**src/core/bsac_pkg.sv**
```systemverilog
// bsac_pkg: constants, tables and carriers of the boost supervisor
// assumes a 50 MHz core clock and six LED current sinks
package bsac_pkg;
   // core clock and widths
   localparam int CLK_HZ = 50_000_000;
   localparam int NSINK  = 6;
   localparam int TGT_W  = 8;
   localparam int PER_W  = 8;
   localparam int STRAP_W = 3;

   // strap-selected switching rates in kHz, index = strap code
   localparam int FREQ_KHZ [8] = '{303, 400, 606, 800, 1000, 1250, 1667, 2200};

   // undervoltage timeout, longest time so rounded down
   localparam int UV_TIMEOUT_MS  = 100;
   localparam int UV_TIMEOUT_CYC = UV_TIMEOUT_MS * (CLK_HZ / 1000);

   // switching pause after sync loss with the pin resting high
   localparam int SS_PAUSE_US  = 256;
   localparam int SS_PAUSE_CYC = SS_PAUSE_US * (CLK_HZ / 1_000_000);

   // spread spectrum: modulation rate in mHz and deviation in percent
   localparam int SS_MOD_MHZ = 1_875_000;
   localparam int SS_MOD_CYC = int'(longint'(CLK_HZ) * 1000 / SS_MOD_MHZ);
   localparam int SS_DEV_PCT = 3;

   // output target levels
   localparam int INIT_PCT = 88;
   localparam logic [TGT_W-1:0] TGT_MAX  = 8'hFF;
   localparam logic [TGT_W-1:0] TGT_MIN  = 8'h20;
   localparam logic [TGT_W-1:0] TGT_INIT =
      TGT_W'(int'(TGT_MAX) * INIT_PCT / 100);

   // sequencing counts in core cycles, SYNC_EDGES_MIN in sync edges
   localparam int DETECT_CYC     = 1000;
   localparam int SYNC_EDGES_MIN = 4;
   localparam int SYNC_LOSS_CYC  = 400;
   localparam int RAMP_CYC       = 250;
   localparam int ADAPT_CYC      = 2500;
   localparam int RECOVER_CYC    = 2500;
   localparam int MIN_OFF_CYC    = 3;

   // switching period in core cycles for one strap code
   function automatic int period_cyc(int idx);
      return CLK_HZ / (FREQ_KHZ[idx] * 1000);
   endfunction

   // spread deviation in core cycles, never below one
   function automatic int ss_dev_cyc(int idx);
      int d;
      d = period_cyc(idx) * SS_DEV_PCT / 100;
      return (d < 1) ? 1 : d;
   endfunction

   // latched status flags
   typedef struct packed {
      logic ovLow;
      logic ovHigh;
      logic uvTimeout;
      logic thermal;
   } bsac_status_t;

   // per-sink state seen by the adaptive loop
   typedef struct packed {
      logic [NSINK-1:0] used;
      logic [NSINK-1:0] fault;
      logic [NSINK-1:0] low;
      logic [NSINK-1:0] high;
   } bsac_sink_t;
endpackage

```
**src/core/bsac_top.sv**
```systemverilog
// bsac_top: boost clock mode, start-up, adaptive target and supervision
// assumes analog comparators and pins are asynchronous to ref_clk;
// sink used/fault flags, ledActive and hostClear come from ref_clk logic
`timescale 1ns/1ps
module bsac_top
   import bsac_pkg::*;
#(
   parameter int UV_TIMEOUT_P = UV_TIMEOUT_CYC,
   parameter int SS_PAUSE_P   = SS_PAUSE_CYC,
   parameter int SS_MOD_P     = SS_MOD_CYC,
   parameter int DETECT_P     = DETECT_CYC,
   parameter int SYNC_LOSS_P  = SYNC_LOSS_CYC,
   parameter int RAMP_P       = RAMP_CYC,
   parameter int ADAPT_P      = ADAPT_CYC,
   parameter int RECOVER_P    = RECOVER_CYC
) (
   // clock and reset
   input  wire logic               ref_clk,
   input  wire logic               rstn,
   // pins
   input  wire logic               boostClockSyncInput,
   input  wire logic [STRAP_W-1:0] boostFrequencyStrap,
   input  wire logic               enablePin,
   // comparators
   input  wire logic               currentLimitHit,
   input  wire logic               overvoltageLowerLevel,
   input  wire logic               overvoltageUpperLevel,
   input  wire logic               undervoltageLevel,
   input  wire logic               thermalCrossing,
   input  wire logic [NSINK-1:0]   sinkBelowLow,
   input  wire logic [NSINK-1:0]   sinkAboveHigh,
   // same-domain sink state and host
   input  wire logic [NSINK-1:0]   sinkUsed,
   input  wire logic [NSINK-1:0]   sinkFault,
   input  wire logic               ledActive,
   input  wire logic               hostClear,
   // power stage
   output logic                    boostGate,
   output logic [TGT_W-1:0]        targetLevel,
   // mode and status
   output logic                    extSyncMode,
   output logic                    spreadActive,
   output logic                    faultRecovery,
   output bsac_status_t            status,
   // open-drain interrupt, low when asserted
   output logic                    intOut,
   output logic                    intOe
);
   localparam int AW  = 7 + STRAP_W + 2 * NSINK;
   localparam int UVW = $clog2(UV_TIMEOUT_P + 1);
   localparam int PSW = $clog2(SS_PAUSE_P + 1);
   localparam int SQW = $clog2(SS_MOD_P + 1);
   localparam int TKW = $clog2(DETECT_P + SYNC_LOSS_P + RAMP_P + ADAPT_P
                               + RECOVER_P + 1);

   typedef enum {ST_IDLE, ST_DETECT, ST_RAMP, ST_WAIT_LED, ST_ADAPT,
                 ST_RECOVER} bsac_state_t;

   bsac_state_t             state;
   bsac_state_t             next_state;
   logic [AW-1:0]           asyncMeta;
   logic [AW-1:0]           asyncSync;
   logic                    syncDly;
   logic                    enDly;
   logic                    thermDly;
   logic [STRAP_W-1:0]      strap;
   logic [TKW-1:0]          tick;
   logic [3:0]              edgeCnt;
   logic [TKW-1:0]          idleCnt;
   logic [PSW-1:0]          pauseCnt;
   logic [UVW-1:0]          uvCnt;
   logic [SQW-1:0]          stepCnt;
   logic signed [PER_W:0]   ssOffs;
   logic                    ssUp;
   bsac_status_t            next_status;
   logic [PER_W-1:0]        periodTab [8];
   logic signed [PER_W:0]   devTab [8];
   logic [SQW-1:0]          stepTab [8];

   // two-flop synchroniser for every pin and comparator
   always_ff @(posedge ref_clk) begin
      if (!rstn) begin
         asyncMeta <= '0;
         asyncSync <= '0;
      end else begin
         asyncMeta <= {boostClockSyncInput, enablePin, currentLimitHit,
                       overvoltageLowerLevel, overvoltageUpperLevel,
                       undervoltageLevel, thermalCrossing,
                       boostFrequencyStrap, sinkBelowLow, sinkAboveHigh};
         asyncSync <= asyncMeta;
      end
   end

   // unpacked synchronised inputs, with the same-domain sink used/fault flags
   wire              sSync   = asyncSync[AW-1];
   wire              sEn     = asyncSync[AW-2];
   wire              sCurLim = asyncSync[AW-3];
   wire              sOvLow  = asyncSync[AW-4];
   wire              sOvHigh = asyncSync[AW-5];
   wire              sUv     = asyncSync[AW-6];
   wire              sTherm  = asyncSync[AW-7];
   wire [STRAP_W-1:0] sStrap = asyncSync[2*NSINK +: STRAP_W];
   bsac_sink_t       sink;
   assign sink.used  = sinkUsed;
   assign sink.fault = sinkFault;
   assign sink.low   = asyncSync[NSINK +: NSINK];
   assign sink.high  = asyncSync[0 +: NSINK];

   // constant per-strap tables of period, deviation and step spacing
   for (genvar i = 0; i < 8; i++) begin : g_tab
      assign periodTab[i] = PER_W'(period_cyc(i));
      assign devTab[i]    = (PER_W+1)'(ss_dev_cyc(i));
      assign stepTab[i]   = SQW'(SS_MOD_P / (4 * ss_dev_cyc(i)));
   end

   // edge detection on synchronised levels
   wire syncEdge  = sSync && !syncDly;
   wire enFall    = !sEn && enDly;
   wire thermEdge = sTherm && !thermDly;

   // state decode
   wire running  = (state == ST_RAMP) || (state == ST_WAIT_LED)
                   || (state == ST_ADAPT);
   wire tickLimitHit =
      (state == ST_DETECT)  ? (tick >= TKW'(DETECT_P - 1))  :
      (state == ST_RAMP)    ? (tick >= TKW'(RAMP_P - 1))    :
      (state == ST_RECOVER) ? (tick >= TKW'(RECOVER_P - 1)) :
                              (tick >= TKW'(ADAPT_P - 1));
   wire syncLost = extSyncMode && (idleCnt >= TKW'(SYNC_LOSS_P - 1));
   wire pausing  = pauseCnt != '0;

   // adaptive decision over used, fault-free sinks only
   wire [NSINK-1:0] watched = sink.used & ~sink.fault;
   wire anyLow   = |(watched & sink.low);
   wire allHigh  = (watched != '0) && (&(~watched | sink.high));
   wire stepUp   = anyLow && (targetLevel < TGT_MAX);
   wire stepDown = !anyLow && allHigh && (targetLevel > TGT_MIN);

   // supervision events
   wire uvExpire  = running && sUv
                    && (uvCnt >= UVW'(UV_TIMEOUT_P - 1));
   wire ovHighHit = running && sOvHigh;
   wire clearReq  = hostClear || enFall;

   // flags: a set in the clear cycle wins over the clear
   assign next_status.ovLow =
      (running && sOvLow) || (status.ovLow && !clearReq);
   assign next_status.ovHigh =
      ovHighHit || (status.ovHigh && !clearReq);
   assign next_status.uvTimeout =
      uvExpire || (status.uvTimeout && !clearReq);
   assign next_status.thermal =
      thermEdge || (status.thermal && !clearReq);

   // effective period, spread only on the internal clock
   wire signed [PER_W:0] perSum = $signed({1'b0, periodTab[strap]})
                                  + ((spreadActive && !extSyncMode)
                                     ? ssOffs : '0);
   wire [PER_W-1:0] effPeriod = perSum[PER_W-1:0];

   // switching stops in lower overvoltage, LEDs are not touched
   wire gateInhibit = !running || sOvLow || pausing;

   // state sequencing
   always_comb begin
      next_state = state;
      unique case (state)
         ST_IDLE:     if (sEn) next_state = ST_DETECT;
         ST_DETECT:   if (tickLimitHit) next_state = ST_RAMP;
         ST_RAMP:     if (targetLevel >= TGT_INIT)
                         next_state = ST_WAIT_LED;
         ST_WAIT_LED: if (ledActive) next_state = ST_ADAPT;
         ST_ADAPT:    if (!ledActive) next_state = ST_WAIT_LED;
         ST_RECOVER:  if (tickLimitHit) next_state = ST_RAMP;
      endcase
      if (running && (ovHighHit || uvExpire))
         next_state = ST_RECOVER;
      if (!sEn)
         next_state = ST_IDLE;
   end

   // state, delays and shared tick
   always_ff @(posedge ref_clk) begin
      if (!rstn) begin
         state    <= ST_IDLE;
         syncDly  <= 1'b0;
         enDly    <= 1'b0;
         thermDly <= 1'b0;
         tick     <= '0;
         status   <= '0;
      end else begin
         state    <= next_state;
         syncDly  <= sSync;
         enDly    <= sEn;
         thermDly <= sTherm;
         status   <= next_status;
         if (next_state != state || tickLimitHit)
            tick <= '0;
         else
            tick <= tick + TKW'(1);
      end
   end

   // strap caught while idle, held once running
   always_ff @(posedge ref_clk) begin
      if (!rstn)
         strap <= '0;
      else if (state == ST_IDLE)
         strap <= sStrap;
   end

   // external clock detection at start-up and loss watch
   always_ff @(posedge ref_clk) begin
      if (!rstn) begin
         extSyncMode <= 1'b0;
         edgeCnt     <= '0;
         idleCnt     <= '0;
         pauseCnt    <= '0;
      end else if (state == ST_IDLE) begin
         extSyncMode <= 1'b0;
         edgeCnt     <= '0;
         idleCnt     <= '0;
         pauseCnt    <= '0;
      end else begin
         if (state == ST_DETECT && syncEdge && !(&edgeCnt))
            edgeCnt <= edgeCnt + 4'h1;
         if (state == ST_DETECT && tickLimitHit)
            extSyncMode <= edgeCnt >= 4'(SYNC_EDGES_MIN);
         idleCnt <= (syncEdge || !extSyncMode) ? '0 : idleCnt + TKW'(1);
         if (syncLost) begin
            extSyncMode <= 1'b0;
            if (sSync)
               pauseCnt <= PSW'(SS_PAUSE_P);
         end else if (pausing) begin
            pauseCnt <= pauseCnt - PSW'(1);
         end
      end
   end

   // spread follows the static pin level, held off during the pause
   always_ff @(posedge ref_clk) begin
      if (!rstn)
         spreadActive <= 1'b0;
      else
         spreadActive <= !extSyncMode && sSync && !pausing
                         && state != ST_IDLE;
   end

   // triangle modulation of the period, one sweep per modulation cycle
   always_ff @(posedge ref_clk) begin
      if (!rstn || !spreadActive) begin
         stepCnt <= '0;
         ssOffs  <= '0;
         ssUp    <= 1'b1;
      end else if (stepCnt >= stepTab[strap] - SQW'(1)) begin
         stepCnt <= '0;
         if (ssUp && ssOffs >= devTab[strap]) begin
            ssUp   <= 1'b0;
            ssOffs <= ssOffs - (PER_W+1)'(1);
         end else if (!ssUp && ssOffs <= -devTab[strap]) begin
            ssUp   <= 1'b1;
            ssOffs <= ssOffs + (PER_W+1)'(1);
         end else begin
            ssOffs <= ssUp ? ssOffs + (PER_W+1)'(1)
                           : ssOffs - (PER_W+1)'(1);
         end
      end else begin
         stepCnt <= stepCnt + SQW'(1);
      end
   end

   // undervoltage timeout, cleared as soon as the output recovers
   always_ff @(posedge ref_clk) begin
      if (!rstn || !running || !sUv)
         uvCnt <= '0;
      else if (!uvExpire)
         uvCnt <= uvCnt + UVW'(1);
   end

   // output target: ramp to initial level, then adaptive steps
   always_ff @(posedge ref_clk) begin
      if (!rstn || state == ST_IDLE || state == ST_RECOVER) begin
         targetLevel <= TGT_MIN;
      end else if (state == ST_RAMP && tickLimitHit
                   && targetLevel < TGT_INIT) begin
         targetLevel <= targetLevel + TGT_W'(1);
      end else if (state == ST_ADAPT && tickLimitHit) begin
         if (stepUp)
            targetLevel <= targetLevel + TGT_W'(1);
         else if (stepDown)
            targetLevel <= targetLevel - TGT_W'(1);
      end
   end

   // recovery flag and open-drain interrupt, registered
   always_ff @(posedge ref_clk) begin
      if (!rstn) begin
         faultRecovery <= 1'b0;
         intOe         <= 1'b0;
      end else begin
         faultRecovery <= next_state == ST_RECOVER;
         intOe         <= |next_status;
      end
   end

   // the pin is only ever pulled low
   assign intOut = 1'b0;

   // gate generator, external edges restart the cycle
   bsac_switch_gen #(
      .PW (PER_W)
   ) u_switch (
      .ref_clk   (ref_clk),
      .rstn      (rstn),
      .periodCyc (effPeriod),
      .useExt    (extSyncMode),
      .extStart  (syncEdge),
      .inhibit   (gateInhibit),
      .curLimit  (sCurLim),
      .gate      (boostGate)
   );
endmodule

```
**src/core/bsac_switch_gen.sv**
```systemverilog
// bsac_switch_gen: boost switch gate with per-cycle current limit
// assumes curLimit and extStart are already in the ref_clk domain
`timescale 1ns/1ps
module bsac_switch_gen
   import bsac_pkg::*;
#(
   parameter int PW = PER_W
) (
   // clock and reset
   input  wire logic          ref_clk,
   input  wire logic          rstn,
   // cycle timing
   input  wire logic [PW-1:0] periodCyc,
   input  wire logic          useExt,
   input  wire logic          extStart,
   // gating
   input  wire logic          inhibit,
   input  wire logic          curLimit,
   output logic               gate
);
   logic [PW-1:0] phase;

   // cycle start from own counter or from the external edge
   wire intStart = !useExt && (phase >= periodCyc - PW'(1));
   wire cycStart = useExt ? extStart : intStart;
   wire maxOnHit = phase >= periodCyc - PW'(MIN_OFF_CYC);
   wire endOn    = curLimit || maxOnHit || inhibit;
   wire phaseTop = &phase;

   // phase saturates so a slow external clock cannot wrap it
   always_ff @(posedge ref_clk) begin
      if (!rstn) begin
         phase <= '0;
         gate  <= 1'b0;
      end else if (cycStart) begin
         phase <= '0;
         gate  <= !inhibit && !curLimit;
      end else begin
         if (!phaseTop)
            phase <= phase + PW'(1);
         if (endOn)
            gate <= 1'b0;
      end
   end
endmodule

```
**config.mk**
```make
export PLATFORM = sky130hd
export DESIGN_NAME = bsac_top
export DESIGN_NICKNAME = d
export VERILOG_FILES = /design/src/core/bsac_pkg.sv /design/src/core/bsac_top.sv /design/src/core/bsac_switch_gen.sv
export SDC_FILE = /design/constraint.sdc
export NUM_CORES = 1
export LEC_CHECK = 0
export ABC_CLOCK_PERIOD_IN_PS = 5100
export BUFFER_PORTS_ARGS = -buffer_cell sky130_fd_sc_hd__buf_4
export CAP_MARGIN = 20
export CELL_PAD_IN_SITES_DETAIL_PLACEMENT = 1
export CELL_PAD_IN_SITES_GLOBAL_PLACEMENT = 1
export CORE_ASPECT_RATIO = 0.9
export CORE_MARGIN = 4
export CORE_UTILIZATION = 47
export DETAILED_ROUTE_END_ITERATION = 10
export PLACE_DENSITY_LB_ADDON = 0.1
export SYNTH_ARGS = -nofsm -noshare
export SYNTH_HDL_FRONTEND = slang
export SYNTH_SLANG_ARGS = --single-unit
```
**constraint.sdc**
```tcl
create_clock -name ref_clk -period 5.1 [get_ports ref_clk]
set_clock_uncertainty 0.1 [all_clocks]
set_input_delay 1.02 -clock ref_clk [delete_from_list [all_inputs] [get_ports ref_clk]]
set_output_delay 1.02 -clock ref_clk [all_outputs]
set_load 0.01 [all_outputs]
```
# ---- After elaboration in Yosys (flattened, before gate mapping)
# Memory sizes are Yosys's and may differ from the RTL's.
# Index checks and enable logic that the tools add are counted.
dict set report totals {
  reg_bits 199
  latchBits 0
  ram_bits 0
  mem_bits_ro 256
  in_bits 38
  word_cells 202
  mem_count 3
}
dict set report classes {
  add_sub_neg 16
  n_mul 0
  div 0
  n_lt_le_gt_ge 16
  eq_ne 13
  shift 0
  n_mux 31
  n_bitwise 7
  reduce_logical 90
}
# name words width rd rd_ports_with_merged_regs wr line_no
set mem_list {}
lappend mem_list {{(no name shown)} 8 15 1 0 0 bsac_top.sv:255} ;# end else if (stepCnt >= stepTab[strap] - SQW'(1)) begin
lappend mem_list {{(no name shown)} 8 9 1 0 0 bsac_top.sv:260} ;# end else if (!ssUp && ssOffs <= -devTab[strap]) begin
lappend mem_list {{(no name shown)} 8 8 1 0 0 bsac_top.sv:156} ;# wire signed [PER_W:0] perSum = $signed({1'b0, periodTab[strap]})
# op count
set ops {}
lappend ops {{32-bit 2-to-1 mux} 6}
lappend ops {{32-bit case mux with 5 select lines} 1}
lappend ops {{32-bit by 3-bit equality test with 1-bit output (second input constant)} 4}
lappend ops {{32-bit by 2-bit equality test with 1-bit output (second input constant)} 3}
lappend ops {{32-bit by 4-bit equality test with 1-bit output (second input constant)} 3}
lappend ops {{32-bit zero test} 2}
lappend ops {{8-bit 2-to-1 mux} 7}
lappend ops {{9-bit 2-to-1 mux} 5}
lappend ops {{14-bit 2-to-1 mux} 3}
lappend ops {{32-bit by 1-bit equality test with 1-bit output (second input constant)} 1}
lappend ops {{32-bit inequality test} 1}
lappend ops {{32-bit nonzero test} 1}
lappend ops {{1-bit logical AND} 31}
lappend ops {{15-bit 2-to-1 mux} 2}
lappend ops {{13-bit by 1-bit adder with 13-bit output (second input constant)} 2}
lappend ops {{23-bit by 1-bit adder with 23-bit output (second input constant)} 1}
lappend ops {{23-bit >= comparator (second input constant)} 1}
lappend ops {{1-bit logical OR} 19}
lappend ops {{8-bit by 1-bit adder with 8-bit output (second input constant)} 2}
lappend ops {{8-bit >= comparator} 2}
lappend ops {{8-bit < comparator (second input constant)} 2}
lappend ops {{8-bit by 1-bit subtractor with 8-bit output (second input constant)} 2}
lappend ops {{15-bit by 1-bit adder with 15-bit output (second input constant)} 1}
lappend ops {{15-bit >= comparator} 1}
lappend ops {{other kinds (38)} 70}

# ---- Longest topological paths before layout
# Gate-level depths: netlist of the first run.
dict set report logic_depth {
  word_depth 12
  ltp_mapped 22
}

# ---- By module
# Synthesis of the first run repeated with hierarchy kept, for this count alone.
dict set report unflattened {
  hier_cells 1154
  hier_area_um2 10116.0
}
# mod instances cells_per_inst area_each_um2
set by_module_without_submodules {}
lappend by_module_without_submodules {bsac_top 1 1039 9136.3}
lappend by_module_without_submodules {bsac_switch_gen 1 115 979.7}

# ---- Least setup slack after synthesis of the first run
# Ideal clock, no wire load.
dict set report synth_timing {
  kind {register to register}
  from {register strap[0]}
  to {register ssOffs[5]}
  setup_time_ps 115
  arrival_time_ps 3936
  path_slack_ps 949
  stages_incl_launch_ff 19
  path_buffers 0
  synth_period_minus_slack_ps 4151
  path_cell_list {dfxtp_1 -> inv_1 -> ha_1 -> nand2b_1 -> ha_1 -> inv_1 -> o21ai_0 -> nand2b_1 -> nor4_1 -> nand2_1 -> xnor2_1 -> nor2_1 -> ha_1 -> nand4_1 -> o31ai_1 -> nand2_1 -> or4_1 -> and3_1 -> o21a_1}
}
dict set report synth_between {
  elab_chain_len 9
}
# item line_no
set synth_lines {}
lappend synth_lines {{start, declared} bsac_top.sv:66} ;# logic [STRAP_W-1:0] strap;
lappend synth_lines {{start signal, assigned} bsac_top.sv:209} ;# strap <= sStrap;
lappend synth_lines {{3-bit inverter with 4-bit output (not written as such) *} {bsac_top.sv:255, bsac_top.sv:257, bsac_top.sv:260}}
lappend synth_lines {{memory read 8 x 9 bit} n/a}
lappend synth_lines {{9-bit 2-to-1 mux (not written as such) (2 in series)} bsac_top.sv:260}
lappend synth_lines {{9-bit negation} bsac_top.sv:260}
lappend synth_lines {{9-bit <= comparator} bsac_top.sv:260}
lappend synth_lines {{1-bit logical AND} bsac_top.sv:260}
lappend synth_lines {{9-bit 2-to-1 mux} bsac_top.sv:260}
lappend synth_lines {{9-bit 2-to-1 mux} bsac_top.sv:257} ;# if (ssUp && ssOffs >= devTab[strap]) begin
lappend synth_lines {{end signal, assigned} bsac_top.sv:259} ;# ssOffs <= ssOffs - (PER_W+1)'(1);
lappend synth_lines {{end signal, assigned} bsac_top.sv:262} ;# ssOffs <= ssOffs + (PER_W+1)'(1);
lappend synth_lines {{end signal, assigned} bsac_top.sv:264} ;# ssOffs <= ssUp ? ssOffs + (PER_W+1)'(1)
lappend synth_lines {{end, declared} bsac_top.sv:73} ;# logic signed [PER_W:0] ssOffs;
# Mark *: on every way between the ends. The rest lies on a longest branch, timed or not. The select of a mux whose other input is x is not followed.
# A chain may end at the register's enable or synchronous reset.

# ---- Final worst setup path of the first run
# Ends and elaborated chain as after synthesis.

==> flow_summary.json, run 1 <==
{
  "via_count": 7888,
  "outcome": "completed",
  "cts_setup_buffers": 0,
  "floorplan.io_pins": 56,
  "worstSetupPathType": "register to register",
  "vias_per_cell": 5.280,
  "tritoncts_clock_tree": "built",
  "synth_enable_flop_cells": 0,
  "synthesis.instances": 1126,
  "fillCellCount": 2500,
  "totalPowerFinal_mw": 3.448,
  "final_cell_mix": "sky130_fd_sc_hd__dfxtp_1 (199), sky130_fd_sc_hd__nor2_1 (128), sky130_fd_sc_hd__ha_1 (70)",
  "route.detailed.wl_per_inst_um": 15.24,
  "multiInputGateArea_um2": 5914,
  "place.port_buffers": 54,
  "yosysSeqAreaShare_pct": 39.32,
  "yosys.area.top_type_share_pct": 39.32,
  "finalCriticalPeriod_ps": 4726,
  "asyncSetResetFlopFracSynth_pct": 0,
  "report.final.hold_viol_count": 0,
  "grt_pass1_wl_mm": 39.09,
  "detail_route.iter0.violations": 358,
  "drt_pass1_iterations": 4,
  "start_util_pct": 48.20,
  "place_worst_setup_slack_ps": 494.4,
  "fp.dieArea_um2": 23970,
  "clock_tree.htree_level_count": 4,
  "placeable_area_um2": 21020,
  "cts_root_buffer": "sky130_fd_sc_hd__clkbuf_16",
  "die_w_um": 162.8,
  "cap_viol_max_count": 0,
  "yosys-top-cells-area": "sky130_fd_sc_hd__dfxtp_1 (39%), sky130_fd_sc_hd__ha_1 (8.6%), sky130_fd_sc_hd__nor2_1 (4.7%), sky130_fd_sc_hd__xnor2_1 (4.5%), sky130_fd_sc_hd__xor2_1 (4.4%)",
  "drc": 0,
  "timing.slew.headroom_pct": 38.99,
  "mostFrequentLayoutCell": "sky130_fd_sc_hd__dfxtp_1",
  "r2r_setup_slack_ps": 370,
  "finalSetupViolations": 0,
  "clkLatencyLatePin_ps": 450,
  "cts_inserted_buffers": 17,
  "synth.largest_area_cell": "sky130_fd_sc_hd__dfxtp_1",
  "pin_count_of_the_biggest_net_entering_global_routing": 67,
  "fp.dieH_um": 147.3,
  "critPathArrivalTime_ps": 4960,
  "holdCritPathClass": "register to register",
  "synthesized_area_divided_by_synthesized_cell_count_um2": 8.997,
  "synth.ff_latch_count": 199,
  "wirelength_mm": 22.78,
  "ys_warn_count": 0,
  "min_period_over_period_pct": 92.68,
  "power.static_leakage_nw": 4.632,
  "grt_pass1_vias": 7990,
  "fin_tns_setup_ps": 0,
  "post_cts_hold_buffer_count": 0,
  "critical_path_required_ps": 5330,
  "grt_antenna_before_repair": 0,
  "weighted_congestion_reported_at_the_end_of_routability_driven_placement": 0.8089,
  "worstSetupStartpointType": "register",
  "worstMarginPinSlew_ps": 912.6,
  "seqCellArea_um2": 3984,
  "synth_cell_types": 82,
  "post_cts.resized_instances": 0,
  "number_of_buffers_on_the_longest_clock_path": 2,
  "rows": 50,
  "diodes": 0,
  "numClockSinks": 199,
  "finish.net_count": 1304,
  "syn_area_um2": 10130,
  "synth-main-ff-cell": "sky130_fd_sc_hd__dfxtp_1",
  "detailedPlacementHpwl_mm": 16.81,
  "fmax_ghz": 0.2116,
  "power.density_cell_area_nw_per_um2": 300.6,
  "clk_pin_slew_worst_paths_ps": 80,
  "syn2layout_area_growth_pct": 13.22,
  "hold_ws_ps": 335.4,
  "drv_slew": 0,
  "layout-drive-gt1-share_pct": 11.42,
  "crit_path_max_fanout": 18,
  "rsz0062_at_grt": "false",
  "detail-route-antenna-nets": 0,
  "globalRouteTotalUtil_pct": 19.51,
  "worst_slack_ps": 373.5,
  "end_kind": "register",
  "vdd_ir_drop_max_mv": 0.2162,
  "globalRouteOverflowTotal": 0
}
worst max-delay path, stage by stage, from the launching register on:
cell and delay, ps:
sky130_fd_sc_hd__dfxtp_1 460, sky130_fd_sc_hd__inv_1 160, sky130_fd_sc_hd__ha_1 410, sky130_fd_sc_hd__nand2b_1 180
sky130_fd_sc_hd__ha_1 260, sky130_fd_sc_hd__inv_1 50, sky130_fd_sc_hd__o21ai_0 100, sky130_fd_sc_hd__nand2b_1 220
sky130_fd_sc_hd__nor4_1 430, sky130_fd_sc_hd__nand2_1 140, sky130_fd_sc_hd__xnor2_1 160, sky130_fd_sc_hd__nor2_1 70
sky130_fd_sc_hd__ha_1 320, sky130_fd_sc_hd__a21o_1 110, sky130_fd_sc_hd__a21o_1 100, sky130_fd_sc_hd__a21oi_1 60
sky130_fd_sc_hd__o21a_1 110, sky130_fd_sc_hd__o31ai_2 50, sky130_fd_sc_hd__buf_4 270, sky130_fd_sc_hd__nand2_1 70
sky130_fd_sc_hd__or4_1 430, sky130_fd_sc_hd__and3_1 180, sky130_fd_sc_hd__o21a_1 170
state kept, by name (all words and copies together) (netlist names), 3 cells and up:
signal / cells
asyncMeta: 22
asyncSync: 22
edgeCnt: 4
idleCnt: 13
pauseCnt: 14
ssOffs: 9
state: 32
status: 4
stepCnt: 15
strap: 3
targetLevel: 8
tick: 13
u_switch.phase: 8
uvCnt: 23
final timing paths:
kind	from	cells after the start	to
max	strap[0]	22	ssOffs[5]
max reg2reg	strap[0]	22	ssOffs[5]
min	asyncMeta[12]	1	asyncSync[12]
min reg2reg	asyncMeta[12]	1	asyncSync[12]
logic make-up (layout without fill, tap and decap cells):
kind of cell / after synthesis / in the layout / synth area share [%]
simple gates: 483 / 483 / 25.97
mux: 17 / 17 / 1.692
flops: 199 / 199 / 39.32
other cells: 2 / 32 / 0.07413
buf+inv: 83 / 135 / 3.458
fa+ha+maj: 71 / 71 / 8.843
compound gates: 168 / 168 / 11.73
xor+xnor: 103 / 103 / 8.905
per-stage QoR:
stage                     cell area, um^2  utilization [%]  instances
after floorplan                     10240                -       1156
after global placement              10850            51.63       1462
after detailed placement            10850            51.63       1462
after CTS                           11470            54.57       1494
after global routing                11470            54.57       1494
final                               11470            54.57       1494
area by class of cell:
type / count / area share [%]
timing repair buffer: 56 / 3.665
inverter: 47 / 1.538
multi-input combinational: 874 / 51.57
clock inverter: 14 / 1.636
tap: 286 / 3.120
sequential: 199 / 34.73
clock buffer: 18 / 3.742
cells in the mapped netlist (all sizes together), types with 7 or more instances:
library cell / count
clkbuf: 21
or2: 9
or3: 11
inv: 47
and3: 25
a31oi: 9
xor2: 51
nor3: 17
a21oi: 50
mux2i: 16
dfxtp: 199
nor3b: 7
nor2: 139
nand3: 50
nor4: 16
ha: 70
nor2b: 20
nand2: 62
and2: 63
o21ai: 32
nand2b: 16
nand4: 21
a21o: 15
xnor2: 52
buf: 15
a211oi: 8
where the power goes:
part / internal (mW) / switching, mW / total (mW)
Combinational: 0.172 / 0.197 / 0.369
Clock: 0.681 / 0.715 / 1.40
Sequential: 1.63 / 0.0569 / 1.68
layer usage:
metal / track usage, % / vias up / part of all wire [%] / wire length [um]
met5: 0 / - / 0 / 0
met4: 4.612 / 0 / 0.68 / 155
met3: 3.871 / 11 / 3.1 / 717
met2: 32.97 / 79 / 48 / 11050
met1: 25.74 / 3785 / 48 / 10860
li1: - / 4013 / - / -
Note: power is estimated with default switching activity, not from simulation.
==> run 2, diff against run 1 <==
--- a/config.mk
+++ b/config.mk
@@ -14,7 +14,7 @@
 export CORE_MARGIN = 4
 export CORE_UTILIZATION = 47
 export DETAILED_ROUTE_END_ITERATION = 10
-export PLACE_DENSITY_LB_ADDON = 0.1
+export PLACE_DENSITY = 0.87
 export SYNTH_ARGS = -nofsm -noshare
 export SYNTH_HDL_FRONTEND = slang
 export SYNTH_SLANG_ARGS = --single-unit
==> constraint.sdc (replaced) <==
create_clock -name ref_clk -period 5.1 [get_ports ref_clk]
set_clock_uncertainty 0.1 [all_clocks]
set_input_delay 1.275 -clock ref_clk [delete_from_list [all_inputs] [get_ports ref_clk]]
set_output_delay 1.275 -clock ref_clk [all_outputs]
set_load 0.01 [all_outputs]
==> flow_summary.json, run 2 (same netlist as run 1, synthesis figures left out) <==
{
  "finish.utilization_pct": 54.52,
  "detailedPlacementHpwl_mm": 17.11,
  "floorplan.io_pins": 56,
  "timing.slew.headroom_pct": 39.60,
  "place_worst_setup_slack_ps": 483.8,
  "end_kind": "register",
  "wirelength_mm": 24.99,
  "die_w_um": 162.8,
  "clock_tree.htree_level_count": 4,
  "placeable_area_um2": 21020,
  "vdd_ir_drop_max_mv": 0.1823,
  "fp.dieArea_um2": 23970,
  "vias_per_cell": 5.535,
  "worstMarginPinSlew_ps": 903.4,
  "drv_slew": 0,
  "mostFrequentLayoutCell": "sky130_fd_sc_hd__dfxtp_1",
  "worstSetupPathType": "register to register",
  "worstSetupStartpointType": "register",
  "finish.net_count": 1303,
  "min_period_over_period_pct": 92.27,
  "critPathArrivalTime_ps": 4950,
  "report.final.hold_viol_count": 0,
  "weighted_congestion_reported_at_the_end_of_routability_driven_placement": 0.8144,
  "grt_pass1_wl_mm": 43.09,
  "globalRouteTotalUtil_pct": 21.41,
  "rows": 50,
  "clkLatencyLatePin_ps": 440,
  "rsz0062_at_grt": "false",
  "cap_viol_max_count": 0,
  "grt_antenna_before_repair": 0,
  "start_util_pct": 48.20,
  "fp.dieH_um": 147.3,
  "globalRouteOverflowTotal": 0,
  "layout-drive-gt1-share_pct": 11.43,
  "fin_tns_setup_ps": 0,
  "seqCellArea_um2": 3984,
  "tritoncts_clock_tree": "built",
  "detail_route.iter0.violations": 493,
  "worst_slack_ps": 394.2,
  "cts_inserted_buffers": 17,
  "flip_flop_count_of_the_largest_register_all_copies_and_words_added": 32,
  "crit_path_max_fanout": 18,
  "cts_setup_buffers": 0,
  "biggestRegsByFlops": "state: 32 flops, uvCnt: 23 flops",
  "multiInputGateArea_um2": 5914,
  "place.port_buffers": 54,
  "syn2layout_area_growth_pct": 13.12,
  "power.density_cell_area_nw_per_um2": 301.5,
  "pin_count_of_the_biggest_net_entering_global_routing": 67,
  "number_of_buffers_on_the_longest_clock_path": 2,
  "critical_path_required_ps": 5340,
  "fmax_ghz": 0.2125,
  "registers.top_by_ff_count": "state",
  "fillCellCount": 2477,
  "post_cts_hold_buffer_count": 0,
  "via_count": 8264,
  "final_cell_mix": "sky130_fd_sc_hd__dfxtp_1 (199), sky130_fd_sc_hd__nor2_1 (128), sky130_fd_sc_hd__ha_1 (70)",
  "finalCriticalPeriod_ps": 4706,
  "detail-route-antenna-nets": 0,
  "clk_pin_slew_worst_paths_ps": 80,
  "numClockSinks": 199,
  "power.static_leakage_nw": 4.626,
  "holdCritPathClass": "register to register",
  "post_cts.resized_instances": 0,
  "diodes": 0,
  "grt_pass1_vias": 8830,
  "drt_pass1_iterations": 5,
  "outcome": "completed",
  "route.detailed.wl_per_inst_um": 16.73,
  "drc": 0,
  "finalSetupViolations": 0,
  "cts_root_buffer": "sky130_fd_sc_hd__clkbuf_16"
}
-- run 2: final timing paths --
| kind | startpoint | to | slack (ps) | cells after the start |
|---|---|---|---|---|
| setup / recovery | strap[0] | ssOffs[5] | 390 | 22 |
| hold / removal | asyncMeta[20] | asyncSync[20] | 340 | 1 |
| setup reg to reg | strap[0] | ssOffs[5] | 390 | 22 |
| hold reg to reg | asyncMeta[20] | asyncSync[20] | 340 | 1 |
-- run 2: through the flow --
step / cell area [um^2] / cells / total power, mW / hold slack [ps]
after floorplan: 10240 / 1156 / 1.988 / 311.9
after global routing: 11460 / 1493 / 3.620 / 359.1
final: 11460 / 1493 / 3.455 / 339.8
after detailed placement: 10850 / 1461 / 2.090 / 321.4
after CTS: 11460 / 1493 / 3.489 / 342.6
after global placement: 10850 / 1461 / 2.063 / 312.6
-- run 2: final cells by class --
cell class                 count  share of cell area (%)
tap                          286                   3.123
clock buffer                  17                   3.712
inverter                      47                   1.539
timing repair buffer          55                   3.603
clock inverter                15                   1.649
multi-input combinational    874                   51.61
sequential                   199                   34.76
-- run 2: report_power, final --
| group | switching (mW) | leakage, nW | internal, mW | total [mW] |
|---|---|---|---|---|
| combinational | 0.215 | 2.70 | 0.172 | 0.387 |
| clock | 0.709 | 0.297 | 0.675 | 1.38 |
| sequential | 0.0590 | 1.63 | 1.63 | 1.69 |
| total | 0.983 | 4.63 | 2.47 | 3.46 |
-- run 2: critical path: stages (launching register included) --
cell	delay [ps]
sky130_fd_sc_hd__dfxtp_1	460
sky130_fd_sc_hd__inv_1	160
sky130_fd_sc_hd__ha_1	420
sky130_fd_sc_hd__nand2b_1	200
sky130_fd_sc_hd__ha_1	260
sky130_fd_sc_hd__inv_1	50
sky130_fd_sc_hd__o21ai_0	100
sky130_fd_sc_hd__nand2b_1	220
sky130_fd_sc_hd__nor4_1	340
sky130_fd_sc_hd__nand2_1	120
sky130_fd_sc_hd__xnor2_1	160
sky130_fd_sc_hd__nor2_1	70
sky130_fd_sc_hd__ha_1	330
sky130_fd_sc_hd__a21o_1	120
sky130_fd_sc_hd__a21o_1	110
sky130_fd_sc_hd__a21oi_1	70
sky130_fd_sc_hd__o21a_1	120
sky130_fd_sc_hd__o31ai_2	60
sky130_fd_sc_hd__buf_4	280
sky130_fd_sc_hd__nand2_1	70
sky130_fd_sc_hd__or4_1	420
sky130_fd_sc_hd__and3_1	180
sky130_fd_sc_hd__o21a_1	170
-- run 2: metal layers --
metal	vias to the layer above	track usage, %	wire, um
li1	3996	-	-
met1	4046	26.08	10910
met2	166	37.61	12470
met3	56	4.628	1004
met4	0	6.876	598
met5	-	0	0
==> run 3, diff against run 2 <==
--- a/config.mk
+++ b/config.mk
@@ -6,14 +6,14 @@
 export NUM_CORES = 1
 export LEC_CHECK = 0
 export ABC_CLOCK_PERIOD_IN_PS = 5100
-export BUFFER_PORTS_ARGS = -buffer_cell sky130_fd_sc_hd__buf_4
 export CAP_MARGIN = 20
 export CELL_PAD_IN_SITES_DETAIL_PLACEMENT = 1
 export CELL_PAD_IN_SITES_GLOBAL_PLACEMENT = 1
-export CORE_ASPECT_RATIO = 0.9
+export CORE_ASPECT_RATIO = 0.75
 export CORE_MARGIN = 4
-export CORE_UTILIZATION = 47
+export CORE_UTILIZATION = 49
 export DETAILED_ROUTE_END_ITERATION = 10
+export DONT_BUFFER_PORTS = 1
 export PLACE_DENSITY = 0.87
 export SYNTH_ARGS = -nofsm -noshare
 export SYNTH_HDL_FRONTEND = slang
==> flow_summary.json, run 3 (same netlist as run 1, synthesis figures left out) <==
{
  "outcome": "completed",
  "drt_pass1_iterations": 5,
  "timing.critical_path.max_delay_family": "simple AND/OR/NAND/NOR gates",
  "clk_pin_slew_worst_paths_ps": 80,
  "fin_tns_setup_ps": 0,
  "syn2layout_area_growth_pct": 9.127,
  "timing.slew.headroom_pct": 40.53,
  "drv_slew": 0,
  "flip_flop_count_of_the_largest_register_all_copies_and_words_added": 32,
  "critical_path_required_ps": 5340,
  "crit_path_max_fanout": 18,
  "power.static_leakage_nw": 4.369,
  "power.density_cell_area_nw_per_um2": 311.8,
  "globalRouteOverflowTotal": 0,
  "start_util_pct": 49.98,
  "clock_tree.htree_level_count": 4,
  "critPathArrivalTime_ps": 4930,
  "vdd_ir_drop_max_mv": 0.2083,
  "drc": 0,
  "pin_count_of_the_biggest_net_entering_global_routing": 67,
  "fp.dieArea_um2": 23060,
  "finish.utilization_pct": 54.54,
  "cts_inserted_buffers": 17,
  "diodes": 0,
  "floorplan.io_pins": 56,
  "mostFrequentLayoutCell": "sky130_fd_sc_hd__dfxtp_1",
  "worst_slack_ps": 414.8,
  "power.share.clock_pct": 40.9,
  "numClockSinks": 199,
  "biggestRegsByFlops": "state: 32 flops, uvCnt: 23 flops",
  "rows": 45,
  "fmax_ghz": 0.2134,
  "fp.dieH_um": 132.5,
  "worst-path-buf-inv": 3,
  "finalSetupViolations": 0,
  "wirelength_mm": 24.86,
  "power_switching_mw": 0.9517,
  "route.detailed.wl_per_inst_um": 17.59,
  "weighted_congestion_reported_at_the_end_of_routability_driven_placement": 0.8258,
  "holdCritPathClass": "register to register",
  "grt_pass1_wl_mm": 42.25,
  "critical-path-slowest-cell": "sky130_fd_sc_hd__dfxtp_1",
  "place_worst_setup_slack_ps": 434.4,
  "layout-drive-gt1-share_pct": 7.619,
  "worstSetupStartpointType": "register",
  "detailedPlacementHpwl_mm": 17.89,
  "vias_per_cell": 5.653,
  "clkLatencyLatePin_ps": 450,
  "net_switching_share_of_the_total_power_pct": 27.61,
  "post_cts.resized_instances": 0,
  "place.detailed.instances": 1381,
  "report.final.hold_viol_count": 0,
  "via_count": 7988,
  "end_kind": "register",
  "registers.top_by_ff_count": "state",
  "internal_power_mw": 2.495,
  "placeable_area_um2": 20270,
  "cap_viol_max_count": 0,
  "rsz0062_at_grt": "false",
  "seq_power_share_pct": 49.0,
  "grt_pass1_vias": 8498,
  "number_of_buffers_on_the_longest_clock_path": 2,
  "place.port_buffers": 0,
  "detail_route.iter0.violations": 581,
  "die_w_um": 174.0,
  "finish.net_count": 1251,
  "final_cell_mix": "sky130_fd_sc_hd__dfxtp_1 (199), sky130_fd_sc_hd__nor2_1 (128), sky130_fd_sc_hd__ha_1 (69)",
  "grt_antenna_before_repair": 0,
  "power.combinational.fraction_pct": 10.1,
  "cp_cell_sequence": "inv_1, ha_2, nand2b_1, ha_1, inv_1, o21ai_0, nand2b_1, nor4_2, nand2_1, xnor2_1, nor2_1, ha_1, a21o_1, a21o_1, a21oi_1, o21a_1, o31ai_2, buf_4, nand2_1, or4_1, and3_1, o21a_1",
  "number_of_standard_cells_in_the_final_layout_excluding_fillers": 1413,
  "critical_path.max_stage_delay_ps": 460,
  "worstMarginPinSlew_ps": 889.6,
  "finalCriticalPeriod_ps": 4685,
  "globalRouteTotalUtil_pct": 21.87,
  "tritoncts_clock_tree": "built",
  "post_cts_hold_buffer_count": 0,
  "detail-route-antenna-nets": 0,
  "min_period_over_period_pct": 91.87,
  "worstSetupPathType": "register to register",
  "cts_root_buffer": "sky130_fd_sc_hd__clkbuf_16",
  "cts_setup_buffers": 0
}
==> run 3: power groups by stage <==
stage	logic (mW)	clock network, mW	registers [mW]
final	0.349	1.41	1.69
after global routing	0.389	1.51	1.70
after CTS	0.348	1.44	1.69
after detailed placement	0.340	0	1.72
after global placement	0.320	0	1.72
after floorplan	0.284	0	1.70
==> run 3: worst paths after layout <==
check	startpoint	end	slack, ps	cells past startpoint
max reg2reg	strap[1]	ssOffs[5]	410	22
min reg2reg	asyncMeta[3]	asyncSync[3]	340	1
max	strap[1]	ssOffs[5]	410	22
min	asyncMeta[3]	asyncSync[3]	340	1
==> run 3: stage by stage <==
| step | total power, mW | area, um^2 | hold WS, ps |
|---|---|---|---|
| 2_1_floorplan | 1.988 | 10240 | 311.9 |
| 3_3_place_gp | 2.036 | 10420 | 313.3 |
| 3_5_place_dp | 2.061 | 10420 | 322.5 |
| 4_1_cts | 3.479 | 11050 | 340.1 |
| 5_1_grt | 3.602 | 11060 | 353.5 |
| 6_report | 3.447 | 11060 | 338.9 |
==> run 3: final cells by class <==
cell class / count / area (um^2)
fill: 2343 / 9214
sequential: 199 / 3984
clock buffer: 17 / 425.4
timing repair buffer: 3 / 22.52
clock inverter: 15 / 201.4
multi-input combinational: 874 / 5923
inverter: 47 / 176.4
tap: 258 / 322.8
==> run 3: worst reg2reg max path, cell delays in order (launching register included) <==
cell and delay [ps]:
sky130_fd_sc_hd__dfxtp_1 460, sky130_fd_sc_hd__inv_1 170, sky130_fd_sc_hd__ha_2 430, sky130_fd_sc_hd__nand2b_1 180, sky130_fd_sc_hd__ha_1 260, sky130_fd_sc_hd__inv_1 70
sky130_fd_sc_hd__o21ai_0 110, sky130_fd_sc_hd__nand2b_1 230, sky130_fd_sc_hd__nor4_2 280, sky130_fd_sc_hd__nand2_1 100, sky130_fd_sc_hd__xnor2_1 150, sky130_fd_sc_hd__nor2_1 70
sky130_fd_sc_hd__ha_1 320, sky130_fd_sc_hd__a21o_1 120, sky130_fd_sc_hd__a21o_1 120, sky130_fd_sc_hd__a21oi_1 80, sky130_fd_sc_hd__o21a_1 130, sky130_fd_sc_hd__o31ai_2 60
sky130_fd_sc_hd__buf_4 270, sky130_fd_sc_hd__nand2_1 80, sky130_fd_sc_hd__or4_1 420, sky130_fd_sc_hd__and3_1 180, sky130_fd_sc_hd__o21a_1 170
==> run 3: metal layers <==
layer	global-route usage, %	up-vias	share of wire (%)
li1	-	3915	-
met1	27.80	3913	46
met2	37.50	134	49
met3	5.313	26	4.4
met4	5.670	0	1.1
met5	0	-	0
